File: src/ufd_cfg.svh
// Register indices, field positions, reset values and widths of the USB device register block.
`ifndef UFD_CFG_SVH
`define UFD_CFG_SVH

// ----------------------------------------------------------------------------
// Register indices (byte address is four times the index)
// ----------------------------------------------------------------------------
`define UFD_IDX_W          10
`define UFD_IDX_DEVICE_ADDRESS_FIELD   10'h000
`define UFD_IDX_POWER      10'h001
`define UFD_IDX_IN_IRQ     10'h002
`define UFD_IDX_OUT_IRQ    10'h004
`define UFD_IDX_BUS_IRQ    10'h006
`define UFD_IDX_IN_EN      10'h007
`define UFD_IDX_OUT_EN     10'h009
`define UFD_IDX_BUS_EN     10'h00b
`define UFD_IDX_FRAME_LO   10'h00c
`define UFD_IDX_FRAME_HI   10'h00d
`define UFD_IDX_EP_SEL     10'h00e
`define UFD_IDX_IN_MAX     10'h010
`define UFD_IDX_CSR_A      10'h011
`define UFD_IDX_IN_CSR2    10'h012
`define UFD_IDX_OUT_MAX    10'h013
`define UFD_IDX_OUT_CSR1   10'h014
`define UFD_IDX_OUT_CSR2   10'h015
`define UFD_IDX_CNT_LO     10'h016
`define UFD_IDX_CNT_HI     10'h017
`define UFD_IDX_FIFO_LO    10'h020
`define UFD_IDX_FIFO_HI    10'h02f
`define UFD_IDX_DMA        10'h204

// ----------------------------------------------------------------------------
// Reset values
// ----------------------------------------------------------------------------
`define UFD_RST_ZERO       8'h00
`define UFD_RST_IN_EN      8'hff
`define UFD_RST_OUT_EN     8'hfe
`define UFD_RST_BUS_EN     8'h06
`define UFD_RST_OUT_CSR1   8'h00

// ----------------------------------------------------------------------------
// Field positions and widths
// ----------------------------------------------------------------------------
`define UFD_ADDR_PEND_BIT  7
`define UFD_PWR_ISO_BIT    7
`define UFD_PWR_RST_BIT    3
`define UFD_PWR_RES_BIT    2
`define UFD_PWR_SUS_BIT    1
`define UFD_PWR_SEN_BIT    0
`define UFD_CSR1_RDY_BIT   0
`define UFD_CSR2_ISO_BIT   6
`define UFD_BUS_PLUG_BIT   4
`define UFD_BUS_SOF_BIT    3
`define UFD_BUS_RST_BIT    2
`define UFD_BUS_RES_BIT    1
`define UFD_BUS_SUS_BIT    0
`define UFD_FRAME_W        11
`define UFD_MIN_ADDR_W     12

`endif

File: src/ufd_pkg.sv
// Types shared by the USB device register block and its surroundings.
package ufd_pkg;

   // -------------------------------------------------------------------------
   // Answer kinds for an IN token
   // -------------------------------------------------------------------------
   typedef enum logic [1:0] {
      UFD_REPLY_NAK,
      UFD_REPLY_DATA,
      UFD_REPLY_ZLP
   } ufd_reply_kind_t;

   // -------------------------------------------------------------------------
   // Carriers
   // -------------------------------------------------------------------------
   typedef struct packed {
      logic        sof;
      logic [10:0] frame_no;
      logic        bus_reset;
      logic        suspend_det;
      logic        resume_det;
      logic        xfer_done;
      logic        plug_evt;
      logic        in_token;
      logic [1:0]  token_ep;
      logic [3:0]  in_ep_evt;
      logic [3:1]  out_ep_evt;
   } ufd_sie_evt_t;

   typedef struct packed {
      logic            valid;
      ufd_reply_kind_t kind;
      logic [1:0]      ep;
   } ufd_in_reply_t;

   typedef struct packed {
      logic       rd;
      logic       wr;
      logic [1:0] ep;
      logic [7:0] wdata;
   } ufd_fifo_req_t;

endpackage : ufd_pkg

File: src/ufd_regs_power.sv
// APB register block of the full-speed USB device: map, address update, power, IN frame wait.
`timescale 1ns/1ps
`include "ufd_cfg.svh"

module ufd_regs_power #(
   parameter int ADDR_W = 12
) (
   input  wire logic                   clk,
   input  wire logic                   rst,
   input  wire logic                   psel,
   input  wire logic                   penable,
   input  wire logic                   pwrite,
   input  wire logic [ADDR_W-1:0]      paddr,
   input  wire logic [31:0]            pwdata,
   input  wire logic [3:0]             pstrb,
   output logic      [31:0]            prdata,
   output logic                        pready,
   output logic                        pslverr,
   input  wire logic                   usb_dp_pin,
   input  wire logic                   usb_dm_pin,
   input  wire ufd_pkg::ufd_sie_evt_t  sie_evt,
   input  wire logic [7:0]             ep0_rx_count,
   input  wire logic [15:0]            out_fifo_count [1:3],
   input  wire logic [7:0]             fifo_rdata,
   output ufd_pkg::ufd_fifo_req_t      fifo_req,
   output ufd_pkg::ufd_in_reply_t      in_reply,
   output logic [6:0]                  device_address,
   output logic                        resume_drive,
   output logic                        suspend_state,
   output logic [7:0]                  dma_control,
   output logic                        irq
);
   import ufd_pkg::*;

   // -------------------------------------------------------------------------
   // Parameter check
   // -------------------------------------------------------------------------
   generate
      if (ADDR_W < `UFD_MIN_ADDR_W) begin : g_bad_addr_w
         $error("ADDR_W too small to reach the DMA control register");
      end
   endgenerate

   // -------------------------------------------------------------------------
   // Decode helpers
   // -------------------------------------------------------------------------
   function automatic logic idx_mapped(input logic [`UFD_IDX_W-1:0] i);
      if (i <= `UFD_IDX_EP_SEL) begin
         idx_mapped = (i != 10'h003) && (i != 10'h005) && (i != 10'h008) && (i != 10'h00a);
      end else if (i >= `UFD_IDX_IN_MAX && i <= `UFD_IDX_CNT_HI) begin
         idx_mapped = 1'b1;
      end else if (i >= `UFD_IDX_FIFO_LO && i <= `UFD_IDX_FIFO_HI) begin
         idx_mapped = 1'b1;
      end else begin
         idx_mapped = (i == `UFD_IDX_DMA);
      end
   endfunction : idx_mapped

   function automatic logic is_fifo(input logic [`UFD_IDX_W-1:0] i);
      is_fifo = (i >= `UFD_IDX_FIFO_LO) && (i <= `UFD_IDX_FIFO_HI);
   endfunction : is_fifo

   // -------------------------------------------------------------------------
   // APB handshake
   // -------------------------------------------------------------------------
   // One wait state lets read data come from a flip-flop.
   logic                   ack_r;
   logic [`UFD_IDX_W-1:0]  idx;
   logic                   wr_go;
   logic                   rd_go;
   logic [7:0]             wb;
   logic [7:0]             rd_mux;

   assign idx     = paddr[`UFD_IDX_W+1:2];
   assign pready  = psel & penable & ack_r;
   assign pslverr = pready & ~idx_mapped(idx);
   assign wr_go   = pready & pwrite & pstrb[0] & idx_mapped(idx);
   assign rd_go   = pready & ~pwrite & idx_mapped(idx);
   assign wb      = pwdata[7:0];

   always_ff @(posedge clk) begin
      if (rst) begin
         ack_r <= 1'b0;
      end else begin
         ack_r <= psel & penable & ~ack_r;
      end
   end

   always_ff @(posedge clk) begin
      if (rst) begin
         prdata <= 32'h0000_0000;
      end else if (psel & penable & ~ack_r & ~pwrite) begin
         prdata <= {24'h00_0000, rd_mux};
      end
   end

   // -------------------------------------------------------------------------
   // Pin synchronisers
   // -------------------------------------------------------------------------
   logic [1:0] line_meta_r;
   logic [1:0] line_r;

   always_ff @(posedge clk) begin
      if (rst) begin
         line_meta_r <= 2'b00;
         line_r      <= 2'b00;
      end else begin
         line_meta_r <= {usb_dp_pin, usb_dm_pin};
         line_r      <= line_meta_r;
      end
   end

   // -------------------------------------------------------------------------
   // Device address
   // -------------------------------------------------------------------------
   logic [6:0] addr_stage_r;
   logic       addr_pend_r;

   always_ff @(posedge clk) begin
      if (rst) begin
         addr_stage_r   <= 7'h00;
         addr_pend_r    <= 1'b0;
         device_address <= 7'h00;
      end else begin
         if (wr_go && idx == `UFD_IDX_DEVICE_ADDRESS_FIELD) begin
            addr_stage_r <= wb[6:0];
            addr_pend_r  <= 1'b1;
         end else if (addr_pend_r && sie_evt.xfer_done) begin
            addr_pend_r    <= 1'b0;
            device_address <= addr_stage_r;
         end
      end
   end

   // -------------------------------------------------------------------------
   // Power management
   // -------------------------------------------------------------------------
   logic iso_wait_r;
   logic resume_r;
   logic susp_en_r;
   logic bus_rd_go;
   logic resume_set;

   assign bus_rd_go  = rd_go && (idx == `UFD_IDX_BUS_IRQ);
   assign resume_set = wr_go && (idx == `UFD_IDX_POWER) && wb[`UFD_PWR_RES_BIT];

   always_ff @(posedge clk) begin
      if (rst) begin
         iso_wait_r <= 1'b0;
         resume_r   <= 1'b0;
         susp_en_r  <= 1'b0;
      end else if (wr_go && idx == `UFD_IDX_POWER) begin
         iso_wait_r <= wb[`UFD_PWR_ISO_BIT];
         resume_r   <= wb[`UFD_PWR_RES_BIT];
         susp_en_r  <= wb[`UFD_PWR_SEN_BIT];
      end
   end

   // Entry wins over a clearing read or resume write in the same cycle.
   always_ff @(posedge clk) begin
      if (rst) begin
         suspend_state <= 1'b0;
      end else if (sie_evt.suspend_det && susp_en_r) begin
         suspend_state <= 1'b1;
      end else if (bus_rd_go || resume_set) begin
         suspend_state <= 1'b0;
      end
   end

   // Resume drive starts only from suspend and ends when software clears the bit.
   always_ff @(posedge clk) begin
      if (rst) begin
         resume_drive <= 1'b0;
      end else if (resume_set && suspend_state) begin
         resume_drive <= 1'b1;
      end else if (!resume_r) begin
         resume_drive <= 1'b0;
      end
   end

   // -------------------------------------------------------------------------
   // Interrupt status and enables
   // -------------------------------------------------------------------------
   logic [3:0] in_irq_r;
   logic [3:1] out_irq_r;
   logic [4:0] bus_irq_r;
   logic [7:0] in_en_r;
   logic [7:0] out_en_r;
   logic [7:0] bus_en_r;
   logic       bus_reset_q_r;
   logic [4:0] bus_set;
   logic [3:0] in_clr;
   logic [3:1] out_clr;
   logic [4:0] bus_clr;

   assign bus_set = {sie_evt.plug_evt, sie_evt.sof, sie_evt.bus_reset & ~bus_reset_q_r,
                     sie_evt.resume_det & suspend_state, sie_evt.suspend_det};

   // A read clears the flags held in its ready cycle, one cycle after its data was taken; a write of one clears too.
   always_comb begin
      in_clr  = 4'h0;
      out_clr = 3'h0;
      bus_clr = 5'h00;
      if (rd_go && idx == `UFD_IDX_IN_IRQ) begin
         in_clr = in_irq_r;
      end
      if (rd_go && idx == `UFD_IDX_OUT_IRQ) begin
         out_clr = out_irq_r;
      end
      if (bus_rd_go) begin
         bus_clr = bus_irq_r;
      end
      if (wr_go && idx == `UFD_IDX_IN_IRQ) begin
         in_clr = in_clr | wb[3:0];
      end
      if (wr_go && idx == `UFD_IDX_OUT_IRQ) begin
         out_clr = out_clr | wb[3:1];
      end
      if (wr_go && idx == `UFD_IDX_BUS_IRQ) begin
         bus_clr = bus_clr | wb[4:0];
      end
   end

   always_ff @(posedge clk) begin
      if (rst) begin
         in_irq_r      <= 4'h0;
         out_irq_r     <= 3'h0;
         bus_irq_r     <= 5'h00;
         bus_reset_q_r <= 1'b0;
      end else begin
         in_irq_r      <= (in_irq_r & ~in_clr) | sie_evt.in_ep_evt;
         out_irq_r     <= (out_irq_r & ~out_clr) | sie_evt.out_ep_evt;
         bus_irq_r     <= (bus_irq_r & ~bus_clr) | bus_set;
         bus_reset_q_r <= sie_evt.bus_reset;
      end
   end

   always_ff @(posedge clk) begin
      if (rst) begin
         in_en_r  <= `UFD_RST_IN_EN;
         out_en_r <= `UFD_RST_OUT_EN;
         bus_en_r <= `UFD_RST_BUS_EN;
      end else if (wr_go) begin
         if (idx == `UFD_IDX_IN_EN) begin
            in_en_r <= wb;
         end else if (idx == `UFD_IDX_OUT_EN) begin
            out_en_r <= wb;
         end else if (idx == `UFD_IDX_BUS_EN) begin
            bus_en_r <= wb;
         end
      end
   end

   assign irq = |(in_irq_r & in_en_r[3:0]) | |(out_irq_r & out_en_r[3:1]) |
                |(bus_irq_r & bus_en_r[4:0]);

   // -------------------------------------------------------------------------
   // Frame number, selector, DMA control
   // -------------------------------------------------------------------------
   logic [`UFD_FRAME_W-1:0] frame_r;
   logic [7:0]              sel_r;
   logic [1:0]              ep;

   assign ep = sel_r[1:0];

   always_ff @(posedge clk) begin
      if (rst) begin
         frame_r <= '0;
      end else if (sie_evt.sof) begin
         frame_r <= sie_evt.frame_no;
      end
   end

   always_ff @(posedge clk) begin
      if (rst) begin
         sel_r       <= `UFD_RST_ZERO;
         dma_control <= `UFD_RST_ZERO;
      end else if (wr_go) begin
         if (idx == `UFD_IDX_EP_SEL) begin
            sel_r <= wb;
         end else if (idx == `UFD_IDX_DMA) begin
            dma_control <= wb;
         end
      end
   end

   // -------------------------------------------------------------------------
   // Indexed endpoint registers and IN frame wait
   // -------------------------------------------------------------------------
   logic [7:0] ctrl_ep_ctrl_status_r;
   logic [7:0] in_max_r  [1:3];
   logic [7:0] in_csr1_r [1:3];
   logic [7:0] in_csr2_r [1:3];
   logic [7:0] out_max_r [1:3];
   logic [7:0] out_csr1_r[1:3];
   logic [7:0] out_csr2_r[1:3];
   logic [3:1] sof_seen_r;
   logic [3:1] send_now;
   logic       sel_in_range;

   assign sel_in_range = (sel_r[7:2] == 6'h00) && (ep != 2'd0);

   always_ff @(posedge clk) begin
      if (rst) begin
         ctrl_ep_ctrl_status_r <= `UFD_RST_ZERO;
      end else if (wr_go && idx == `UFD_IDX_CSR_A && sel_r == 8'h00) begin
         ctrl_ep_ctrl_status_r <= wb;
      end
   end

   genvar g;
   generate
      for (g = 1; g <= 3; g++) begin : g_ep
         logic sel_me;
         logic rdy_set;
         assign sel_me  = wr_go && sel_in_range && (ep == 2'(g));
         assign rdy_set = sel_me && (idx == `UFD_IDX_CSR_A) && wb[`UFD_CSR1_RDY_BIT];
         assign send_now[g] = sie_evt.in_token && (sie_evt.token_ep == 2'(g)) &&
                              in_csr1_r[g][`UFD_CSR1_RDY_BIT];

         always_ff @(posedge clk) begin
            if (rst) begin
               in_max_r[g]   <= `UFD_RST_ZERO;
               in_csr2_r[g]  <= `UFD_RST_ZERO;
               out_max_r[g]  <= `UFD_RST_ZERO;
               out_csr1_r[g] <= `UFD_RST_OUT_CSR1;
               out_csr2_r[g] <= `UFD_RST_ZERO;
            end else if (sel_me) begin
               if (idx == `UFD_IDX_IN_MAX) begin
                  in_max_r[g] <= wb;
               end else if (idx == `UFD_IDX_IN_CSR2) begin
                  in_csr2_r[g] <= wb;
               end else if (idx == `UFD_IDX_OUT_MAX) begin
                  out_max_r[g] <= wb;
               end else if (idx == `UFD_IDX_OUT_CSR1) begin
                  out_csr1_r[g] <= wb;
               end else if (idx == `UFD_IDX_OUT_CSR2) begin
                  out_csr2_r[g] <= wb;
               end
            end
         end

         // A software set of packet-ready wins over the clear that sending makes.
         always_ff @(posedge clk) begin
            if (rst) begin
               in_csr1_r[g] <= `UFD_RST_ZERO;
            end else if (sel_me && idx == `UFD_IDX_CSR_A) begin
               in_csr1_r[g] <= wb;
            end else if (send_now[g] && in_reply_kind_nxt(g) == UFD_REPLY_DATA) begin
               in_csr1_r[g][`UFD_CSR1_RDY_BIT] <= 1'b0;
            end
         end

         // Frame start seen since packet-ready was set; a new set restarts the wait.
         always_ff @(posedge clk) begin
            if (rst) begin
               sof_seen_r[g] <= 1'b0;
            end else if (rdy_set) begin
               sof_seen_r[g] <= 1'b0;
            end else if (sie_evt.sof) begin
               sof_seen_r[g] <= 1'b1;
            end
         end
      end
   endgenerate

   function automatic ufd_reply_kind_t in_reply_kind_nxt(input int e);
      logic waiting;
      waiting = iso_wait_r && in_csr2_r[e][`UFD_CSR2_ISO_BIT] && !sof_seen_r[e];
      if (!in_csr1_r[e][`UFD_CSR1_RDY_BIT]) begin
         in_reply_kind_nxt = UFD_REPLY_NAK;
      end else if (waiting) begin
         in_reply_kind_nxt = UFD_REPLY_ZLP;
      end else begin
         in_reply_kind_nxt = UFD_REPLY_DATA;
      end
   endfunction : in_reply_kind_nxt

   // Endpoint 0 always answers with data here; its handshake lives in the serial engine.
   always_ff @(posedge clk) begin
      if (rst) begin
         in_reply <= '0;
      end else begin
         in_reply.valid <= sie_evt.in_token;
         in_reply.ep    <= sie_evt.token_ep;
         if (sie_evt.token_ep == 2'd0) begin
            in_reply.kind <= UFD_REPLY_DATA;
         end else begin
            in_reply.kind <= in_reply_kind_nxt(int'(sie_evt.token_ep));
         end
      end
   end

   // -------------------------------------------------------------------------
   // FIFO window
   // -------------------------------------------------------------------------
   always_ff @(posedge clk) begin
      if (rst) begin
         fifo_req <= '0;
      end else begin
         fifo_req.wr    <= wr_go && is_fifo(idx);
         fifo_req.rd    <= rd_go && is_fifo(idx);
         fifo_req.ep    <= idx[1:0];
         fifo_req.wdata <= wb;
      end
   end

   // -------------------------------------------------------------------------
   // Read multiplexer
   // -------------------------------------------------------------------------
   always_comb begin
      rd_mux = 8'h00;
      if (idx == `UFD_IDX_DEVICE_ADDRESS_FIELD) begin
         rd_mux = {addr_pend_r, addr_stage_r};
      end else if (idx == `UFD_IDX_POWER) begin
         rd_mux = {iso_wait_r, 3'b000, sie_evt.bus_reset, resume_r, suspend_state,
                   susp_en_r};
      end else if (idx == `UFD_IDX_IN_IRQ) begin
         rd_mux = {4'h0, in_irq_r};
      end else if (idx == `UFD_IDX_OUT_IRQ) begin
         rd_mux = {4'h0, out_irq_r, 1'b0};
      end else if (idx == `UFD_IDX_BUS_IRQ) begin
         rd_mux = {line_r, 1'b0, bus_irq_r};
      end else if (idx == `UFD_IDX_IN_EN) begin
         rd_mux = in_en_r;
      end else if (idx == `UFD_IDX_OUT_EN) begin
         rd_mux = out_en_r;
      end else if (idx == `UFD_IDX_BUS_EN) begin
         rd_mux = bus_en_r;
      end else if (idx == `UFD_IDX_FRAME_LO) begin
         rd_mux = frame_r[7:0];
      end else if (idx == `UFD_IDX_FRAME_HI) begin
         rd_mux = {5'h00, frame_r[10:8]};
      end else if (idx == `UFD_IDX_EP_SEL) begin
         rd_mux = sel_r;
      end else if (idx == `UFD_IDX_CSR_A && sel_r == 8'h00) begin
         rd_mux = ctrl_ep_ctrl_status_r;
      end else if (idx == `UFD_IDX_CNT_LO && sel_r == 8'h00) begin
         rd_mux = ep0_rx_count;
      end else if (is_fifo(idx)) begin
         rd_mux = fifo_rdata;
      end else if (idx == `UFD_IDX_DMA) begin
         rd_mux = dma_control;
      end else if (sel_in_range) begin
         if (idx == `UFD_IDX_IN_MAX) begin
            rd_mux = in_max_r[ep];
         end else if (idx == `UFD_IDX_CSR_A) begin
            rd_mux = in_csr1_r[ep];
         end else if (idx == `UFD_IDX_IN_CSR2) begin
            rd_mux = in_csr2_r[ep];
         end else if (idx == `UFD_IDX_OUT_MAX) begin
            rd_mux = out_max_r[ep];
         end else if (idx == `UFD_IDX_OUT_CSR1) begin
            rd_mux = out_csr1_r[ep];
         end else if (idx == `UFD_IDX_OUT_CSR2) begin
            rd_mux = out_csr2_r[ep];
         end else if (idx == `UFD_IDX_CNT_LO) begin
            rd_mux = out_fifo_count[ep][7:0];
         end else if (idx == `UFD_IDX_CNT_HI) begin
            rd_mux = out_fifo_count[ep][15:8];
         end
      end
   end

endmodule : ufd_regs_power

File: config.mk
export PLATFORM = sky130hd
export DESIGN_NAME = ufd_regs_power
export DESIGN_NICKNAME = d
export VERILOG_FILES = /design/src/ufd_pkg.sv /design/src/ufd_regs_power.sv
export VERILOG_INCLUDE_DIRS = /design/src
export SDC_FILE = /design/constraint.sdc
export NUM_CORES = 1
export LEC_CHECK = 0
export ABC_AREA = 1
export BUFFER_PORTS_ARGS = -buffer_cell sky130_fd_sc_hd__buf_2
export CAP_MARGIN = 30
export CORE_MARGIN = 1.5
export CORE_UTILIZATION = 35
export DETAILED_ROUTE_END_ITERATION = 8
export REMOVE_ABC_BUFFERS = 1
export SYNTH_ARGS = -nofsm -noshare
export SYNTH_HDL_FRONTEND = slang
export SYNTH_SLANG_ARGS = --single-unit
File: constraint.sdc
create_clock -name clk -period 3.35 [get_ports clk]
set_input_delay 0.67 -clock clk [delete_from_list [all_inputs] [get_ports clk]]
set_output_delay 0.67 -clock clk [all_outputs]
set_load 0.02 [all_outputs]
==> summary.txt <==
Status
  – Status: completed

Logic synthesis
  – Leading register cell type out of synthesis: edfxtp_1
  – Post-synth EDFFs: 144
  – Post-synth top area cell: edfxtp_1
  – Synth Instances: between 1,500 and 2,000
  – Sequential-to-total area share from yosys stat: about 53%
  – Yosys warnings: 0
  – Post-synthesis async set-or-reset flop share: 0%
  – #FFs+latches synth: 271
  – Synth Cell Area: between 10,000 and 15,000 um2
  – Avg Cell Area, Syn: 8.05 um2
  – Unique masters post-synth: 46
  – Top cells by area, synth: edfxtp_1 33%, dfxtp_1 20%, nand2_1 9.3%
  – Top-area cell type share of the netlist area: 33.5%

CTS
  – # hold bufs at CTS: 0
  – TritonCTS Buffers: 29
  – Worst-skew pair later-pin latency: 0.55 ns
  – H-tree depth: 1
  – Post-CTS setup buffer count: 0
  – Worst-path clk slew: around 0.060 ns
  – Clock tree from TritonCTS: yes
  – Clock Sinks: about 270
  – Post-CTS Resized: 0
  – CTS max path bufs: 3
  – CTS root buffer: clkbuf_16

STA
  – WHS: around 0.32 ns
  – Peak Freq: 323 MHz
  – Slew margin rel.: 51.2%
  – Worst setup margin: 0.252 ns
  – Final Hold Viols: 0
  – Final setup skew: 0.0154 ns
  – RSZ-0062 raised after global routing: false
  – Final setup viols: 0
  – Final TNS setup: 0 ns
  – Crit path time final: 3.10 ns
  – Slew @ Worst Pin: 0.731 ns
  – Final period util: 92.5%
  – Final Max Slew Viols: 0

Floorplan
  – Core area: 36,400 um2
  – Die H: 195 um
  – Rows: 70
  – Die footprint: 38,000 um2
  – Initial Utilization: 35.4%
  – Die width: roughly 200 um
  – Top Ports: 215

Route
  – WL per Instance: about 18 um
  – Final ANT Viol Nets: 0
  – Iter 0 DRT Violations: ~1,000
  – Residual DRC: 0
  – Vias: 11,800
  – Mean number of vias per cell: 5.09
  – Final wirelength: 41,800 um
  – Router iterations before antenna repair: 5

Setup path
  – Setup CP Type: reg -> reg
  – Crit path DAT: around 3.5 ns
  – Setup crit end kind: flip-flop
  – R2r setup slk: 0.25 ns
  – Largest fanout on the critical path: 10
  – Worst setup path startpoint: sel_r[0]
  – FF-to-FF End: prdata[6]
  – R2R depth: 18
  – Critical R2R Launch: sel_r[0]
  – Req. time, crit path: between 3 and 4 ns
  – Critical path launch point type: flip-flop

Placement
  – DP Worst Slack: -0.125 ns
  – Dpl cells: 2,257
  – Placed wire-length estimate: 30,400 um
  – IO Port Bufs: 161
  – Placed cell area: ~15,000 um2
  – Routability cong.: about 0.95

Worst hold path
  – Min-Delay Path Depth: 3
  – Hold Path End: line_meta_r[0]
  – Hold Crit Start: usb_dm_pin
  – Hold Path Class: in -> reg

Power
  – Max rail drop VDD: 0.282 mV
  – Internal Power: 5.84 mW
  – Flop pwr share: 48.3%
  – Static Leak: 6.71 nW
  – Psw: between 1.5 and 2 mW
  – Logic pwr share: 5.8%
  – Net switching fraction of the power: 22.1%
  – Clock share of power: 45.9%
  – PD cells: 473 nW/um2
  – Total Power: 7.49 mW

Job
  – Max-cap violations: 0

Finish
  – Fill cells: 3,632
  – Post-Layout Inst Area: 15,800 um2
  – Final net count: 1,966
  – Finished Layout Cells: 2,308
  – Number of antenna diodes: 0
  – Post-layout util: 43.4%
  – Share of layout cells above drive strength 1: 18.9%
  – Area Growth Syn to Fin: 22.6%

Global routing
  – Initial antenna violation count: 0
  – First-pass GRT wire length: 65,600 um
  – Pin count of the biggest net entering global routing: 44
  – Total gr overflow: 0
  – GRT Total Usage: 22.0%
  – Vias in the first global route: 11,500
[worst max path at each step]
stage,to,slack [ns],depth (start not counted)
after floorplan,prdata[3],0.17,19
after global placement,out_max_r[3][4],-0.07,16
after detailed placement,in_max_r[3][6],-0.12,16
after CTS,prdata[6],0.32,18
after global routing,prdata[6],0.05,18
final,prdata[6],0.25,18
[cell type report]
type / count / area [um2] / area share, %
repair buffers: 257 / 1690 / 10.7
inverters: 167 / 628 / 3.97
well taps: 468 / 586 / 3.70
flip-flops and latches: 271 / 6870 / 43.4
multi-input cells: 1094 / 5050 / 31.9
clock inverters: 13 / 213 / 1.34
clock buffers: 38 / 800 / 5.05
[state kept, by name, summed over array words and instances, names as in the netlist, 11 cells and up, named ones only]
| signal | count |
|---|---|
| in_csr1_r | 24 |
| in_csr2_r | 24 |
| in_max_r | 24 |
| out_csr1_r | 24 |
| out_csr2_r | 24 |
| out_max_r | 24 |
| fifo_req | 12 |
| frame_r | 11 |
[per-layer routing]
metal | up-vias | part of all wire [%] | wire, um | GRT usage [%]
li1 | 5709 | - | - | -
met1 | 5587 | 44 | 18300 | 29.5
met2 | 392 | 48 | 20100 | 37.9
met3 | 62 | 6.0 | 2490 | 2.47
met4 | 0 | 2.2 | 911 | 5.14
met5 | - | 0 | 0 | 0
[cell usage in the layout, fill, tap and decap left out, drive strengths merged, types with 3 or more instances in the layout]
master	n
nand4	15
nor4	3
nor3	14
edfxtp	144
nand3b	3
o2111ai	5
a221oi	4
inv	156
or2	13
a22oi	4
o221ai	4
o22ai	6
dfxtp	127
bufinv	6
nand3	55
conb	24
o211ai	40
buf	257
nand2	329
clkinv	16
clkbuf	38
nor2	301
a21oi	116
a31oi	20
o21ai	126
[cells in the mapped netlist, types with 2 or more instances]
cell type	n
nand2_1	320
nor2_1	293
inv_1	150
edfxtp_1	144
dfxtp_1	127
o21ai_0	125
a21oi_1	116
clkbuf_1	53
nand3_1	53
o211ai_1	40
buf_4	24
a31oi_1	20
nand4_1	15
or2_2	13
nor3_1	11
clkinv_1	10
buf_2	9
buf_1	8
nand2_2	7
inv_2	6
o22ai_1	6
nor2_2	5
a221oi_1	4
a22oi_1	4
o2111ai_1	4
nand3b_1	3
nor2_4	3
nor4_1	3
o221ai_1	3
a211oi_1	2
a22o_1	2
nand2_4	2
nand3_2	2
nor3_2	2
o211a_1	2
o31ai_1	2
[worst max-delay path, stage by stage (launching register included)]
cell and delay (ns):
dfxtp_1 0.44, nand2_1 0.14, buf_4 0.17, inv_1 0.13, a221oi_1 0.31, o21ai_0 0.12
buf_4 0.15, a22oi_1 0.27, nand4_1 0.25, nand2_1 0.15, nand3b_1 0.13, nand2_1 0.09
nand2_1 0.05, nand2_1 0.09, nand2_1 0.10, nand2_1 0.09, nand3_1 0.11, nand2_1 0.11
a21oi_1 0.06
[power by group through the flow]
stage	Clock (mW)	Sequential [mW]	Combinational (mW)
global placement	0	3.69	0.431
detailed placement	0	3.69	0.436
finish	3.44	3.62	0.438
floorplan	0	3.69	0.190
CTS	3.47	3.62	0.438
global route	3.61	3.63	0.477
[logic make-up after synthesis]
kind of cell    after synthesis  synth area share, %
simple gates                733                 23.4
buf+inv                     261                 8.38
compound gates              337                 15.0
flops                       271                 53.2
other cells                   1               0.0290
Note: power is estimated with default switching activity, not from simulation.
